===== config.mk =====
export PLATFORM = sky130hd
export DESIGN_NAME = codec_path_sequencer
export DESIGN_NICKNAME = d
export VERILOG_FILES = /design/src/design/pin_sync.v /design/src/design/sample_delay_line.v /design/src/design/codec_path_sequencer.v
export VERILOG_INCLUDE_DIRS = /design/src /design/src/pkg
export SDC_FILE = /design/constraint.sdc
export NUM_CORES = 1
export LEC_CHECK = 0
export ABC_AREA = 1
export BUFFER_PORTS_ARGS = -buffer_cell sky130_fd_sc_hd__buf_2
export CAP_MARGIN = 20
export CORE_UTILIZATION = 55
export CTS_CLUSTER_DIAMETER = 50
export DETAILED_ROUTE_END_ITERATION = 8
export PLACE_DENSITY = 0.72
export SETUP_SLACK_MARGIN = 0.05
export SYNTH_ARGS = -nofsm -noshare
export SYNTH_HDL_FRONTEND = slang
export SYNTH_SLANG_ARGS = --single-unit

===== constraint.sdc =====
create_clock -name clock -period 26.4 [get_ports clock]
set_input_delay 3.96 -clock clock [delete_from_list [all_inputs] [get_ports clock]]
set_output_delay 3.96 -clock clock [all_outputs]
set_load 0.005 [all_outputs]

===== src/pkg/codec_seq_defines.vh =====
// constants of the codec power and path control block
// included by the sequencer design file; holds definitions only
`ifndef CODEC_SEQ_DEFINES_VH
`define CODEC_SEQ_DEFINES_VH

// clock rate of the control logic
`define CLK_MHZ 100

// register offsets (byte addresses of the plain register port)
`define REG_POWER 8'h00
`define REG_CLOCK 8'h01
`define REG_CONV_ROUTE 8'h02
`define REG_LINE_ROUTE 8'h03
`define REG_MODE 8'h04
`define REG_ATTEN 8'h05
`define REG_STATUS 8'h06

// power register fields
`define PWR_REF_VOLTAGE 0
`define PWR_CONVERTER 1
`define PWR_HP_LEFT 2
`define PWR_HP_RIGHT 3
`define PWR_MUTE_RELEASE 4
`define PWR_LINE_OUT 5
`define PWR_PLL 6
`define PWR_MONO_OUT 7

// clock register fields
`define CLK_MCLK_OUT_EN 0

// converter routing fields
`define CRT_L_HP 0
`define CRT_R_HP 1
`define CRT_L_LINE 2
`define CRT_R_LINE 3
`define CRT_L_MONO 4
`define CRT_R_MONO 5

// line input routing fields
`define LRT_L_HP 0
`define LRT_R_HP 1
`define LRT_L_LINE 2
`define LRT_R_LINE 3
`define LRT_L_MONO 4
`define LRT_R_MONO 5

// mode register fields
`define MODE_ATS 0

// status register fields
`define ST_PLL_LOCKED 0
`define ST_MCLK_PRESENT 1
`define ST_ATTEN_BUSY 2
`define ST_BIT_CLOCK 3
`define ST_FRAME_CLOCK 4

// reset values
`define POWER_RST 8'h00
`define CLOCK_RST 8'h00
`define ROUTE_RST 6'h00
`define MODE_RST 1'b0
`define ATTEN_RST 8'hFF

// digital-to-analog timing in sample periods, plus the attenuator step count
`define GROUP_DELAY_FS 22
`define ATT_SLOW_FS 11'd1061
`define ATT_FAST_FS 11'd265
`define ATT_STEPS 11'd255

// reference clock loss detection
`define MCLK_LOSS_NS 1000
`define MCLK_LOSS_CYC ((`MCLK_LOSS_NS * `CLK_MHZ + 999) / 1000)

// pll lock time
`define PLL_LOCK_US 200
`define PLL_LOCK_CYC (`PLL_LOCK_US * `CLK_MHZ)

`endif


===== src/design/pin_sync.v =====
// three-stage synchroniser for a group of pin inputs
// assumes each bit is an asynchronous level; output moves when stages two and three agree
`timescale 1ns/100ps
`default_nettype none

module pin_sync #(
	parameter WIDTH = 1
) (
	// clock and reset
	input wire clock,
	input wire rst_n,
	// pins and filtered levels
	input wire [WIDTH-1:0] pin,
	output reg [WIDTH-1:0] level_q
);

	reg [WIDTH-1:0] s1_q;
	reg [WIDTH-1:0] s2_q;
	reg [WIDTH-1:0] s3_q;
	integer i;

	always @(posedge clock) begin
		if (!rst_n) begin
			s1_q <= {WIDTH{1'b0}};
			s2_q <= {WIDTH{1'b0}};
			s3_q <= {WIDTH{1'b0}};
			level_q <= {WIDTH{1'b0}};
		end else begin
			s1_q <= pin;
			s2_q <= s1_q;
			s3_q <= s2_q;
			for (i = 0; i < WIDTH; i = i + 1) begin
				if (s2_q[i] == s3_q[i]) begin
					level_q[i] <= s3_q[i];
				end
			end
		end
	end

endmodule

`default_nettype wire


===== src/design/sample_delay_line.v =====
// fixed delay of audio samples counted in frame periods
// assumes advance pulses once per frame; output is the sample taken DEPTH advances ago
`timescale 1ns/100ps
`default_nettype none

module sample_delay_line #(
	parameter WIDTH = 24,
	parameter DEPTH = 22
) (
	// clock and reset
	input wire clock,
	input wire clear,
	// sample stream
	input wire advance,
	input wire [WIDTH-1:0] sample_in,
	output reg [WIDTH-1:0] sample_out_q
);

	// a full DEPTH stages before the output flop, so a sample taken at advance k
	// leaves at advance k + DEPTH and not one advance early
	reg [WIDTH-1:0] stage_q [0:DEPTH-1];
	integer i;

	always @(posedge clock) begin
		if (clear) begin
			for (i = 0; i < DEPTH; i = i + 1) begin
				stage_q[i] <= {WIDTH{1'b0}};
			end
			sample_out_q <= {WIDTH{1'b0}};
		end else if (advance) begin
			stage_q[0] <= sample_in;
			for (i = 1; i < DEPTH; i = i + 1) begin
				stage_q[i] <= stage_q[i-1];
			end
			sample_out_q <= stage_q[DEPTH-1];
		end
	end

endmodule

`default_nettype wire


===== src/design/codec_path_sequencer.v =====
// power, clock and path control of a stereo converter with pll master clock
// assumes a same-clock host on the plain register port and async clock pins
//
// Function
// - pll runs only while a reference clock toggles on the master clock input.
// - after pll lock the device drives the master clock output pin.
// - analog output lags its digital sample by 22 sample periods.
// - transition select sets attenuator ramp time; default is 1061 sample periods.
//
// The address map and the strobed register port are this design's own decisions.
`timescale 1ns/100ps
`default_nettype none
`include "codec_seq_defines.vh"

module codec_path_sequencer #(
	parameter SAMPLE_W = 24,
	parameter LOCK_CYCLES = `PLL_LOCK_CYC,
	parameter GROUP_DELAY = `GROUP_DELAY_FS
) (
	// clock and reset
	input wire clock,
	input wire rst_n,
	// register port
	input wire [7:0] reg_addr,
	input wire [7:0] reg_wdata,
	input wire reg_write,
	input wire reg_read,
	output reg [7:0] reg_rdata,
	// device pins
	input wire power_down_pin,
	input wire master_clock_input,
	input wire serial_bit_clock,
	input wire frame_clock,
	output reg master_clock_output,
	// audio samples from the serial receiver, same clock
	input wire [SAMPLE_W-1:0] sample_in,
	output reg [SAMPLE_W-1:0] sample_out,
	output reg sample_out_valid,
	// power controls
	output wire ref_voltage_enable,
	output wire pll_power_enable,
	output wire converter_power_enable,
	output wire hp_left_power,
	output wire hp_right_power,
	output wire hp_mute_release,
	output wire line_out_power,
	output wire mono_out_power,
	// converter routing
	output wire conv_left_to_hp_left,
	output wire conv_right_to_hp_right,
	output wire conv_left_to_line_left,
	output wire conv_right_to_line_right,
	output wire conv_left_to_mono,
	output wire conv_right_to_mono,
	// line input routing
	output wire line_in1_left_to_hp,
	output wire line_in1_right_to_hp,
	output wire line_in1_left_to_line,
	output wire line_in1_right_to_line,
	output wire line_in1_left_to_mono,
	output wire line_in1_right_to_mono,
	// status
	output wire pll_locked
);

	localparam LOSS_CYC = `MCLK_LOSS_CYC;

	wire [3:0] pins_s;
	wire pdn_s;
	wire mclk_s;
	wire bclk_s;
	wire fclk_s;
	wire clear;

	reg [7:0] power_q;
	reg [7:0] clock_ctl_q;
	reg [5:0] conv_route_q;
	reg [5:0] line_route_q;
	reg mode_q;
	reg [7:0] atten_target_q;

	reg mclk_prev_q;
	reg fclk_prev_q;
	reg [15:0] gap_q;
	reg mclk_present_q;
	reg [31:0] lock_cnt_q;
	reg locked_q;

	reg [7:0] level_q;
	reg [10:0] acc_q;
	reg [10:0] acc_sum;
	reg [10:0] period;
	reg frame_tick_q;
	reg frame_tick;

	wire [SAMPLE_W-1:0] delayed;
	wire [9:0] gain;
	wire signed [SAMPLE_W+9:0] product;
	reg [7:0] read_value;

	pin_sync #(
		.WIDTH(4)
	) u_pin_sync (
		.clock(clock),
		.rst_n(rst_n),
		.pin({frame_clock, serial_bit_clock, master_clock_input, power_down_pin}),
		.level_q(pins_s)
	);

	assign pdn_s = pins_s[0];
	assign mclk_s = pins_s[1];
	assign bclk_s = pins_s[2];
	assign fclk_s = pins_s[3];

	// power-down pin low holds all control state at its reset value
	assign clear = !rst_n || !pdn_s;

	assign ref_voltage_enable = power_q[`PWR_REF_VOLTAGE];
	assign converter_power_enable = power_q[`PWR_CONVERTER];
	assign hp_left_power = power_q[`PWR_HP_LEFT];
	assign hp_right_power = power_q[`PWR_HP_RIGHT];
	assign hp_mute_release = power_q[`PWR_MUTE_RELEASE];
	assign line_out_power = power_q[`PWR_LINE_OUT];
	assign pll_power_enable = power_q[`PWR_PLL];
	assign mono_out_power = power_q[`PWR_MONO_OUT];
	assign conv_left_to_hp_left = conv_route_q[`CRT_L_HP];
	assign conv_right_to_hp_right = conv_route_q[`CRT_R_HP];
	assign conv_left_to_line_left = conv_route_q[`CRT_L_LINE];
	assign conv_right_to_line_right = conv_route_q[`CRT_R_LINE];
	assign conv_left_to_mono = conv_route_q[`CRT_L_MONO];
	assign conv_right_to_mono = conv_route_q[`CRT_R_MONO];
	assign line_in1_left_to_hp = line_route_q[`LRT_L_HP];
	assign line_in1_right_to_hp = line_route_q[`LRT_R_HP];
	assign line_in1_left_to_line = line_route_q[`LRT_L_LINE];
	assign line_in1_right_to_line = line_route_q[`LRT_R_LINE];
	assign line_in1_left_to_mono = line_route_q[`LRT_L_MONO];
	assign line_in1_right_to_mono = line_route_q[`LRT_R_MONO];
	assign pll_locked = locked_q;

	// ordering of writes is left to the host; the block stores what it is given
	always @(posedge clock) begin
		if (clear) begin
			power_q <= `POWER_RST;
			clock_ctl_q <= `CLOCK_RST;
			conv_route_q <= `ROUTE_RST;
			line_route_q <= `ROUTE_RST;
			mode_q <= `MODE_RST;
			atten_target_q <= `ATTEN_RST;
		end else if (reg_write) begin
			case (reg_addr)
				`REG_POWER: power_q <= reg_wdata;
				`REG_CLOCK: clock_ctl_q <= {7'h00, reg_wdata[`CLK_MCLK_OUT_EN]};
				`REG_CONV_ROUTE: conv_route_q <= reg_wdata[5:0];
				`REG_LINE_ROUTE: line_route_q <= reg_wdata[5:0];
				`REG_MODE: mode_q <= reg_wdata[`MODE_ATS];
				`REG_ATTEN: atten_target_q <= reg_wdata;
				default: ;
			endcase
		end
	end

	always @* begin
		case (reg_addr)
			`REG_POWER: read_value = power_q;
			`REG_CLOCK: read_value = clock_ctl_q;
			`REG_CONV_ROUTE: read_value = {2'b00, conv_route_q};
			`REG_LINE_ROUTE: read_value = {2'b00, line_route_q};
			`REG_MODE: read_value = {7'h00, mode_q};
			`REG_ATTEN: read_value = atten_target_q;
			`REG_STATUS: read_value = {3'b000, fclk_s, bclk_s, (level_q != atten_target_q),
				mclk_present_q, locked_q};
			default: read_value = 8'h00;
		endcase
	end

	// read data stand for exactly the cycle after the strobe
	always @(posedge clock) begin
		if (!rst_n) begin
			reg_rdata <= 8'h00;
		end else if (reg_read) begin
			reg_rdata <= read_value;
		end else begin
			reg_rdata <= 8'h00;
		end
	end

	// reference clock presence: any edge within the loss window
	always @(posedge clock) begin
		if (clear) begin
			mclk_prev_q <= 1'b0;
			gap_q <= 16'h0000;
			mclk_present_q <= 1'b0;
		end else begin
			mclk_prev_q <= mclk_s;
			if (mclk_s != mclk_prev_q) begin
				gap_q <= 16'h0000;
				mclk_present_q <= 1'b1;
			end else if (gap_q < LOSS_CYC[15:0]) begin
				gap_q <= gap_q + 16'h0001;
			end else begin
				mclk_present_q <= 1'b0;
			end
		end
	end

	// pll lock timer; losing the reference or pll power drops lock at once
	always @(posedge clock) begin
		if (clear || !pll_power_enable || !mclk_present_q) begin
			lock_cnt_q <= 32'h00000000;
			locked_q <= 1'b0;
		end else if (lock_cnt_q < LOCK_CYCLES[31:0]) begin
			lock_cnt_q <= lock_cnt_q + 32'h00000001;
		end else begin
			locked_q <= 1'b1;
		end
	end

	// master clock out follows the reference only after lock
	always @(posedge clock) begin
		if (clear) begin
			master_clock_output <= 1'b0;
		end else begin
			master_clock_output <= locked_q && clock_ctl_q[`CLK_MCLK_OUT_EN] && mclk_s;
		end
	end

	// frame tick; frame clock is ignored while the converter is off, as it may stop
	always @(posedge clock) begin
		if (clear) begin
			fclk_prev_q <= 1'b0;
			frame_tick_q <= 1'b0;
		end else begin
			fclk_prev_q <= fclk_s;
			frame_tick_q <= frame_tick;
		end
	end

	always @* begin
		frame_tick = fclk_s && !fclk_prev_q && converter_power_enable;
	end

	sample_delay_line #(
		.WIDTH(SAMPLE_W),
		.DEPTH(GROUP_DELAY)
	) u_delay (
		.clock(clock),
		.clear(clear),
		.advance(frame_tick),
		.sample_in(sample_in),
		.sample_out_q(delayed)
	);

	// ramp spreads 255 steps evenly over the selected number of frames
	always @* begin
		period = mode_q ? `ATT_FAST_FS : `ATT_SLOW_FS;
		acc_sum = acc_q + `ATT_STEPS;
	end

	always @(posedge clock) begin
		if (clear) begin
			level_q <= `ATTEN_RST;
			acc_q <= 11'h000;
		end else if (level_q == atten_target_q) begin
			acc_q <= 11'h000;
		end else if (frame_tick) begin
			if (acc_sum >= period) begin
				acc_q <= acc_sum - period;
				if (level_q < atten_target_q) begin
					level_q <= level_q + 8'h01;
				end else begin
					level_q <= level_q - 8'h01;
				end
			end else begin
				acc_q <= acc_sum;
			end
		end
	end

	// level zero is a full mute, others scale by (level + 1) / 256
	assign gain = (level_q == 8'h00) ? 10'h000 : ({2'b00, level_q} + 10'h001);
	assign product = $signed(delayed) * $signed(gain);

	// one output sample per frame, one cycle after the delay line moves
	always @(posedge clock) begin
		if (clear) begin
			sample_out <= {SAMPLE_W{1'b0}};
			sample_out_valid <= 1'b0;
		end else begin
			sample_out_valid <= frame_tick_q;
			if (frame_tick_q) begin
				sample_out <= product[SAMPLE_W+7:8];
			end
		end
	end

endmodule

`default_nettype wire


======== Yosys cells after proc, flatten, opt, wreduce, memory -nomap -nowiden ========
Memory sizes are Yosys's and may differ from the RTL's. A register that Yosys moved wholly into a read port is not among the register bits.
Index checks and enable logic that the tools add are counted.
operators by class
  $mul .................................... 1
  reductions and logical operators ........ 24
  bitwise logic cells ..................... 23
  mux-type cells .......................... 34
  equal/unequal tests ..................... 14
  $lt $le $gt $ge ......................... 4
  add/sub/neg operators ................... 7
operators with widths
  cell                   number
  $mux 24                22
  $pmux 8 s7             1
  $add 32x1->32 const B  1
  $lt 32x15->1 const B   1
  $mul 24x10->32         1
  $eq 8x3->1 const B     3
  $mux 11                2
  $or 1x1->1             22
  $add 16x1->16 const B  1
  $eq 8x2->1 const B     2
  $logic_not 8->1        2
  $lt 16x7->1 const B    1
  $reduce_and 2->1       7
  $add 11x8->11 const B  1
  $ge 11x11->1           1
  $sub 11x11->11         1
  $add 8x1->9 const B    1
  $mux 9                 1
  $add 8x1->8 const B    1
  $eq 8x1->1 const B     1
  $eq 8x8->1             1
  $lt 8x8->1             1
  $mux 8                 1
  $ne 8x8->1             1
  11 further kinds       30
storage, ports and cells
  bits in registers ....................... 152
  logic and storage cells ................. 134
  memories kept ........................... 1
  RAM bits ................................ 528
  input bits .............................. 48
  output and inout bits ................... 55
memory list
  memory           depth  bits a word  read ports  clocked after Yosys merged registers in  wr ports  RTL line                source
  u_delay.stage_q  22     24           22          1                                        22        sample_delay_line.v:21  reg [WIDTH-1:0] stage_q [0:DEPTH-1];

======== Depth between registers and ports, before layout ========
Gate-level depths: netlist (run 1).
  depth in word-level cells ............... 7
  gate-level depth with buffers ........... 31
  depth with buffers taken out ............ 30

======== Hierarchy ========
A second synthesis (run 1) with hierarchy kept.
second synthesis, totals
  cells, all modules ...................... 3688
  area total of the unflattened synthesis .. 35715.5 um^2
modules (own cells, without submodules)
  module                area an instance (um^2)  instances  cells each  sequential area each (um^2)
  sample_delay_line     21440.6                  1          1749        16335.7
  codec_path_sequencer  13798.2                  1          1886        2722.6
  pin_sync              476.7                    1          53          320.3

======== Worst setup path after synthesis (run 1) ========
No wires, ideal clock.
  kind .................................... input-to-reg
  start ................................... in rst_n
  end ..................................... reg u_delay.sample_out_q[10] (read register of u_delay.stage_q)
  path slack .............................. 6.490 ns
  library setup time ...................... 0.756 ns
  required time ........................... 25.644 ns
  stages .................................. 6
  arrival time ............................ 19.154 ns
  path buffers ............................ 2
  cell sequence ........................... clkbuf_1 -> nand2_1 -> inv_1 -> nand2_1 -> clkbuf_1 -> o21ai_0
on the way
  cells in the longest elaborated chain, start to end .. 2
RTL lines
  element             RTL line                    source
  start: declaration  codec_path_sequencer.v:22   input wire rst_n,
  $logic_not 1->1     --
  $logic_or 1x1->1    codec_path_sequencer.v:116  assign clear = !rst_n || !pdn_s;
  end: declaration    sample_delay_line.v:16      output reg [WIDTH-1:0] sample_out_q
Every way passes these cells.
A chain may end at the register's enable or synchronous reset.

==> reports/metrics.cfg, run 1 <==
[status]
outcome = complete, no violations

[clock_network]
cts_inserted_buffers = 72
ctsResizeCount = 0
cts.sinks = 704
postCtsSetupRepairBufs = 0
clock_path_buffers = 3
cts_root_buf = clkbuf_16
postCtsHoldBufs = 0
path_clk_slew_ns = 0.06
cts_max_level = 3
clk_latency_ns = 0.62
cts_tree = done

[floorplan]
start_util_pct = 55.7
dieArea_um2 = 64700
die_w_um = 254
ios = 103
core_region_area_um2 = 63000
die_h_um = 254
rows = 92

[yosys]
syn_nets = 3946
synth_flop_cell = edfxtp_1
synth_top_area_cell = edfxtp_1
synth_top_area_share_pct = 45.2
synth.most_common_cell = inv_1
synth_area_um2 = 35000
synth-seq-cells = 704
synth_edf_count = 528
yosys-top-cells-area = edfxtp_1, dfxtp_1, fa_1, inv_1, nor2_1
ys_async_sr_fraction_pct = 0
yosysWarnings = 0
synthCells = 3635
syn_avg_cell_area_um2 = 9.64
synth_commonest_cells = inv_1, nor2_1, edfxtp_1, nand2_1, dfxtp_1
seq_area_frac_synth_pct = 55.3
synth_cell_types = 47

[power]
p_leak_nw = 16.2
power_density_nw_per_um2 = 56.4
vdd_drop_max_mv = 0.0620

[min_path]
holdCritPathClass = reg2reg

[placed_design]
dp_hpwl_mm = 41.9
port_buffers = 102
gp_congestion = 0.958

[route]
drtAntennaViolNets = 0
wl_per_cell_um = 13.4
drt-initial-drc-count = 1844
vias = 22500
drcViolationCount = 0
routed_via_density = 4.86
dr.pass1.iters = 5
wl_mm = 62.0

[global_routing]
grt_usage_pct = 19.8
grt_antenna_before_repair = 1
grt_pass1_vias = 21700
grt_max_degree = 251
overflow = 0
grt_pass1_wl_mm = 103

[cells_and_area]
multiInputGateArea_um2 = 11800
final_util_pct = 61.4
layout.nets = 4030
drive_gt1_share_pct = 7.04
nFillCells = 5161
area_growth_pct = 10.4
register_area_um2 = 19400

[timing]
fmax_mhz = 120
hold_viol = 0
fin_crit_ns = 8.31
tightest_slew_ns = 1.21
fin_tns_setup_ns = 0
rsz0062_at_grt = no
finalSetupViolCount = 0
finClkSkew_ns = 0.0192
slew_violations = 0
whs_ns = 0.412
maxSlewHeadroom_pct = 19.4
timing.final.crit_share_pct = 31.5

[critical_path]
slowest_stage = buf_4
critical_path.most_common_cell = buf_4
cp.required_ns = 26.64
worst-path-max-fanout = 208
crit_path_end_kind = register
path_class = in2reg
timing.critical_path.buf_inv = 6
cp_top_family = buffers and inverters
cp.arrival_ns = 8.54
cp_cell_sequence = buf_2 -> nand2_4 -> inv_1 -> nand2_4 -> buf_4 -> buf_12 -> buf_4 -> buf_4
worstSetupStartpointType = primary input
slowest_delay_ns = 0.96

[run]
max_cap_violations = 0

==> cells in the final DEF, fill, tap and decap left out, drive strengths merged <==
master      n
and2        2
and3        3
a311oi      1
or2         1
o21a        2
bufinv      5
clkbuf     94
nor3       24
xnor2       7
a21o        5
a211oi      3
xor2       28
diode       1
a31oi      13
o221a       1
ha         92
o211ai     10
a221oi      5
clkinv     29
nand3      71
o21bai      7
nor4        8
dfxtp     176
o21ai     114
fa        171
a32oi       1
nor2      815
buf       115
edfxtp    528
clkinvlp    3
a41oi       2
inv       906
o311ai      3
nand4      14
nand3b      1
a21oi     111
nand2     406
==> logic make-up (layout without fill, tap and decap cells) <==
family | Yosys count | count (layout) | share of synthesized area [%]
xor+xnor | 35 | 35 | 0.875
flops | 704 | 704 | 55.3
simple gates | 1345 | 1345 | 15.3
other cells | 0 | 1 | 0
fa+ha+maj | 263 | 263 | 13.1
buf+inv | 1010 | 1152 | 11.0
compound gates | 278 | 278 | 4.41
==> path summary, 6_finish.rpt <==
| path | startpoint | to | slack [ns] | cells after the start |
|---|---|---|---|---|
| setup / recovery | rst_n | u_delay.stage_q[1][20] | 18.09 | 8 |
| hold / removal | u_pin_sync.s1_q[1] | u_pin_sync.s2_q[1] | 0.41 | 2 |
| setup reg to reg | level_q[0] | sample_out[23] | 19.62 | 26 |
| hold reg to reg | u_pin_sync.s1_q[1] | u_pin_sync.s2_q[1] | 0.41 | 2 |
==> tightest hold or removal path, cell delays in order, from the launching register on <==
cell     delay, ns
dfxtp_1       0.30
nand2_1       0.05
inv_1         0.04
==> layout make-up <==
class	instances	area share (%)
Clock inverter	39	1.12
Inverter	904	8.79
Antenna cell	1	0.00647
Tap cell	846	2.74
Timing Repair Buffer	116	1.71
Sequential cell	704	50.1
Clock buffer	93	4.97
Multi-Input combinational cell	1921	30.6
==> sequential cells by signal, indices dropped and copies added, names as in the netlist, 8 cells and up <==
signal / cells
acc_q: 11
atten_target_q: 8
gap_q: 16
u_delay.sample_out_q: 24
sample_out: 24
u_delay.stage_q: 528
level_q: 8
reg_rdata: 8
power_q: 8
lock_cnt_q: 32
==> stage by stage <==
step | setup WS [ns] | instance area [µm²] | total power [mW] | instances
2_1_floorplan | 6.49 | 35000 | 1.21 | 3635
3_3_place_gp | 17.36 | 36300 | 1.21 | 4489
3_5_place_dp | 17.33 | 36300 | 1.21 | 4489
4_1_cts | 18.01 | 38600 | 2.21 | 4621
5_1_grt | 17.70 | 38700 | 2.25 | 4624
6_report | 18.09 | 38700 | 2.18 | 4624
==> where the power goes <==
part	internal (mW)	switching [mW]
clock network	0.572	0.423
registers	1.18	0.000707
logic	0.00372	0.00562
==> per-layer routing <==
layer	share of wire (%)	wire (µm)	track usage, %	vias to the layer above
met3	4.8	2950	3.74	116
met2	48	29900	33.5	430
met1	44	27000	25.2	10600
met5	0	0	0	-
li1	-	-	-	11300
met4	3.4	2110	7.69	0
Power figures use the tool's default switching activity.
==> run 2, diff against run 1 <==
clock period = 8.18 ns   (was 26.4 ns; I/O delays follow)
==> reports/metrics.cfg, run 2 (synthesis gave the netlist of run 1 again) <==
[clock_network]
cts.sinks = 704  ; unchanged
cts_tree = done  ; unchanged
path_clk_slew_ns = 0.06  ; about the same
clock_path_buffers = 3  ; unchanged
cts_inserted_buffers = 78  ; was 72
clk_latency_ns = 0.61  ; was 0.62 ns
cts_root_buf = clkbuf_16  ; unchanged
cts_max_level = 3  ; unchanged
postCtsSetupRepairBufs = 0  ; unchanged
postCtsHoldBufs = 0  ; unchanged
ctsResizeCount = 0  ; unchanged

[critical_path]
r2r_start = level_q[0]  ; unchanged
path_class = reg2reg  ; was in2reg
cp_cell_sequence = inv_2 -> nor3_4 -> nand4_1 -> nand2_1 -> inv_1 -> nand2_1 -> fa_1 -> fa_1 -> inv_1 -> fa_1 -> fa_1 -> fa_1 -> ha_1 -> nand2_1 -> nor2_1 -> nand4_1 -> nand2_1 -> nand2_1 -> nand2_1 -> xor2_1 -> a21oi_1  ; was buf_2 -> nand2_4 -> inv_1 -> nand2_4 -> buf_4 -> buf_12 -> buf_4 -> buf_4
cp.arrival_ns = 7.20  ; was 8.54 ns
critPathLaunch = level_q[0]  ; was rst_n
worstSetupStartpointType = register  ; was primary input
cp.required_ns = 8.63  ; was 26.64 ns
critical_path.most_common_cell = nand2_1  ; was buf_4
ff2ff_path_depth = 21  ; was 26
crit_path_end_kind = register  ; unchanged
slowest_delay_ns = 0.77  ; was 0.96 ns
worst-path-max-fanout = 22  ; was 208
slowest_stage = nand2_1  ; was buf_4

[cells_and_area]
largest_reg_flops = 528  ; unchanged
final_common_cell = inv_1  ; unchanged
layout_common_cells = inv_1, nor2_1, edfxtp_1  ; unchanged
area_growth_pct = 11.0  ; was 10.4%
nFillCells = 5248  ; was 5161
top_register = u_delay.stage_q  ; unchanged
num_antenna_cells = 0  ; was 1
layout.nets = 4039  ; was 4030
top_regs = u_delay.stage_q: 528 flops, lock_cnt_q: 32 flops  ; unchanged
design_area_um2 = 38900  ; was 38700 µm²
drive_gt1_share_pct = 7.34  ; was 7.04%

[floorplan]
die_h_um = 254  ; unchanged
die_w_um = 254  ; unchanged
ios = 103  ; unchanged
start_util_pct = 55.7  ; unchanged
core_region_area_um2 = 63000  ; unchanged
dieArea_um2 = 64700  ; unchanged
rows = 92  ; unchanged

[power]
vdd_drop_max_mv = 0.249  ; was 0.0620 mV
p_leak_nw = 16.3  ; was 16.2 nW
power_density_nw_per_um2 = 186  ; was 56.4 nW/µm²

[min_path]
holdCritPathClass = reg2reg  ; unchanged
hold_path_depth = 2  ; unchanged
hp-start = u_pin_sync.s1_q[2]  ; was u_pin_sync.s1_q[1]

[timing]
fin_crit_ns = 6.74
fin_tns_setup_ns = 0  ; unchanged
fmax_mhz = 148
hold_viol = 0  ; unchanged
slew_violations = 0  ; unchanged
finalSetupViolCount = 0  ; unchanged
timing.final.crit_share_pct = 82.4
maxSlewHeadroom_pct = 29.3  ; was 19.4%
setup_ws_ns = 1.44  ; was 18.09 ns
finClkSkew_ns = 0.0368  ; was 0.0192 ns
rsz0062_at_grt = no  ; unchanged
tightest_slew_ns = 1.06  ; was 1.21 ns

[placed_design]
port_buffers = 102  ; unchanged
dp_slack_ns = 1.55  ; was 17.33 ns
dp_hpwl_mm = 44.1  ; was 41.9 mm
placed_area_um2 = 36300  ; about the same
gp_congestion = 0.908  ; was 0.958

[route]
drtAntennaViolNets = 0  ; unchanged
dr.pass1.iters = 5  ; unchanged
wl_mm = 64.8  ; was 62.0 mm
vias = 22500  ; about the same
drt-initial-drc-count = 1307  ; was 1844
wl_per_cell_um = 14.0  ; was 13.4 µm
routed_via_density = 4.86  ; about the same
drcViolationCount = 0  ; unchanged

[global_routing]
overflow = 0  ; unchanged
grt_max_degree = 192  ; was 251
grt_pass1_vias = 22500  ; was 21700
grt_usage_pct = 20.8  ; was 19.8%
grt_antenna_before_repair = 0  ; was 1
grt_pass1_wl_mm = 108  ; was 103 mm

[run]
max_cap_violations = 0  ; unchanged

[status]
outcome = complete, no violations  ; unchanged

## run 2: stage by stage
step,instances,hold slack (ns),util (%),power (mW)
after floorplan,3635,0.390,-,3.89
after CTS,4629,0.417,61.7,7.32
after global routing,4633,0.441,61.8,7.45
after detailed placement,4490,0.395,57.7,3.91
after global placement,4490,0.392,57.7,3.90
final,4633,0.415,61.8,7.24
## run 2: power breakdown
group | switching, mW | internal, mW | leakage, nW | total [mW]
Clock | 1.43 | 1.98 | 1.22 | 3.41
Combinational | 0.0187 | 0.0121 | 7.11 | 0.0307
Sequential | 0.00237 | 3.80 | 7.93 | 3.80
Total | 1.45 | 5.79 | 16.3 | 7.24
## run 2: path summary, 6_finish.rpt
kind,slack [ns],end
max,1.44,sample_out[7]
min,0.41,u_pin_sync.s2_q[2]
max reg2reg,1.44,sample_out[7]
min reg2reg,0.41,u_pin_sync.s2_q[2]
## run 2: layout make-up
class	count	area (µm²)	area share, %
flip-flops and latches	704	19400	49.8
multi-input cells	1921	11800	30.4
inverters	904	3400	8.75
clock buffers	99	2070	5.33
well taps	846	1060	2.72
repair buffers	119	693	1.78
clock inverters	40	460	1.18
## run 2: per-layer routing
metal / GRT usage, % / vias to the layer above / share of wire (%)
met1: 26.3 / 10600 / 43
met2: 36.0 / 422 / 50
met4: 7.14 / 0 / 3.1
met3: 3.74 / 135 / 4.2
li1: - / 11300 / -
met5: 0 / - / 0
## run 2: worst max-delay path: cells and delay by family (launching register included)
kind	cells	cell delay, ns
adders and majority gates	6	2.85
and+or+nand+nor	10	2.25
buffers and inverters	3	0.46
DFF	1	0.45
xor gates and xnor gates	1	0.43
AOI/OAI and AO/OA	1	0.11
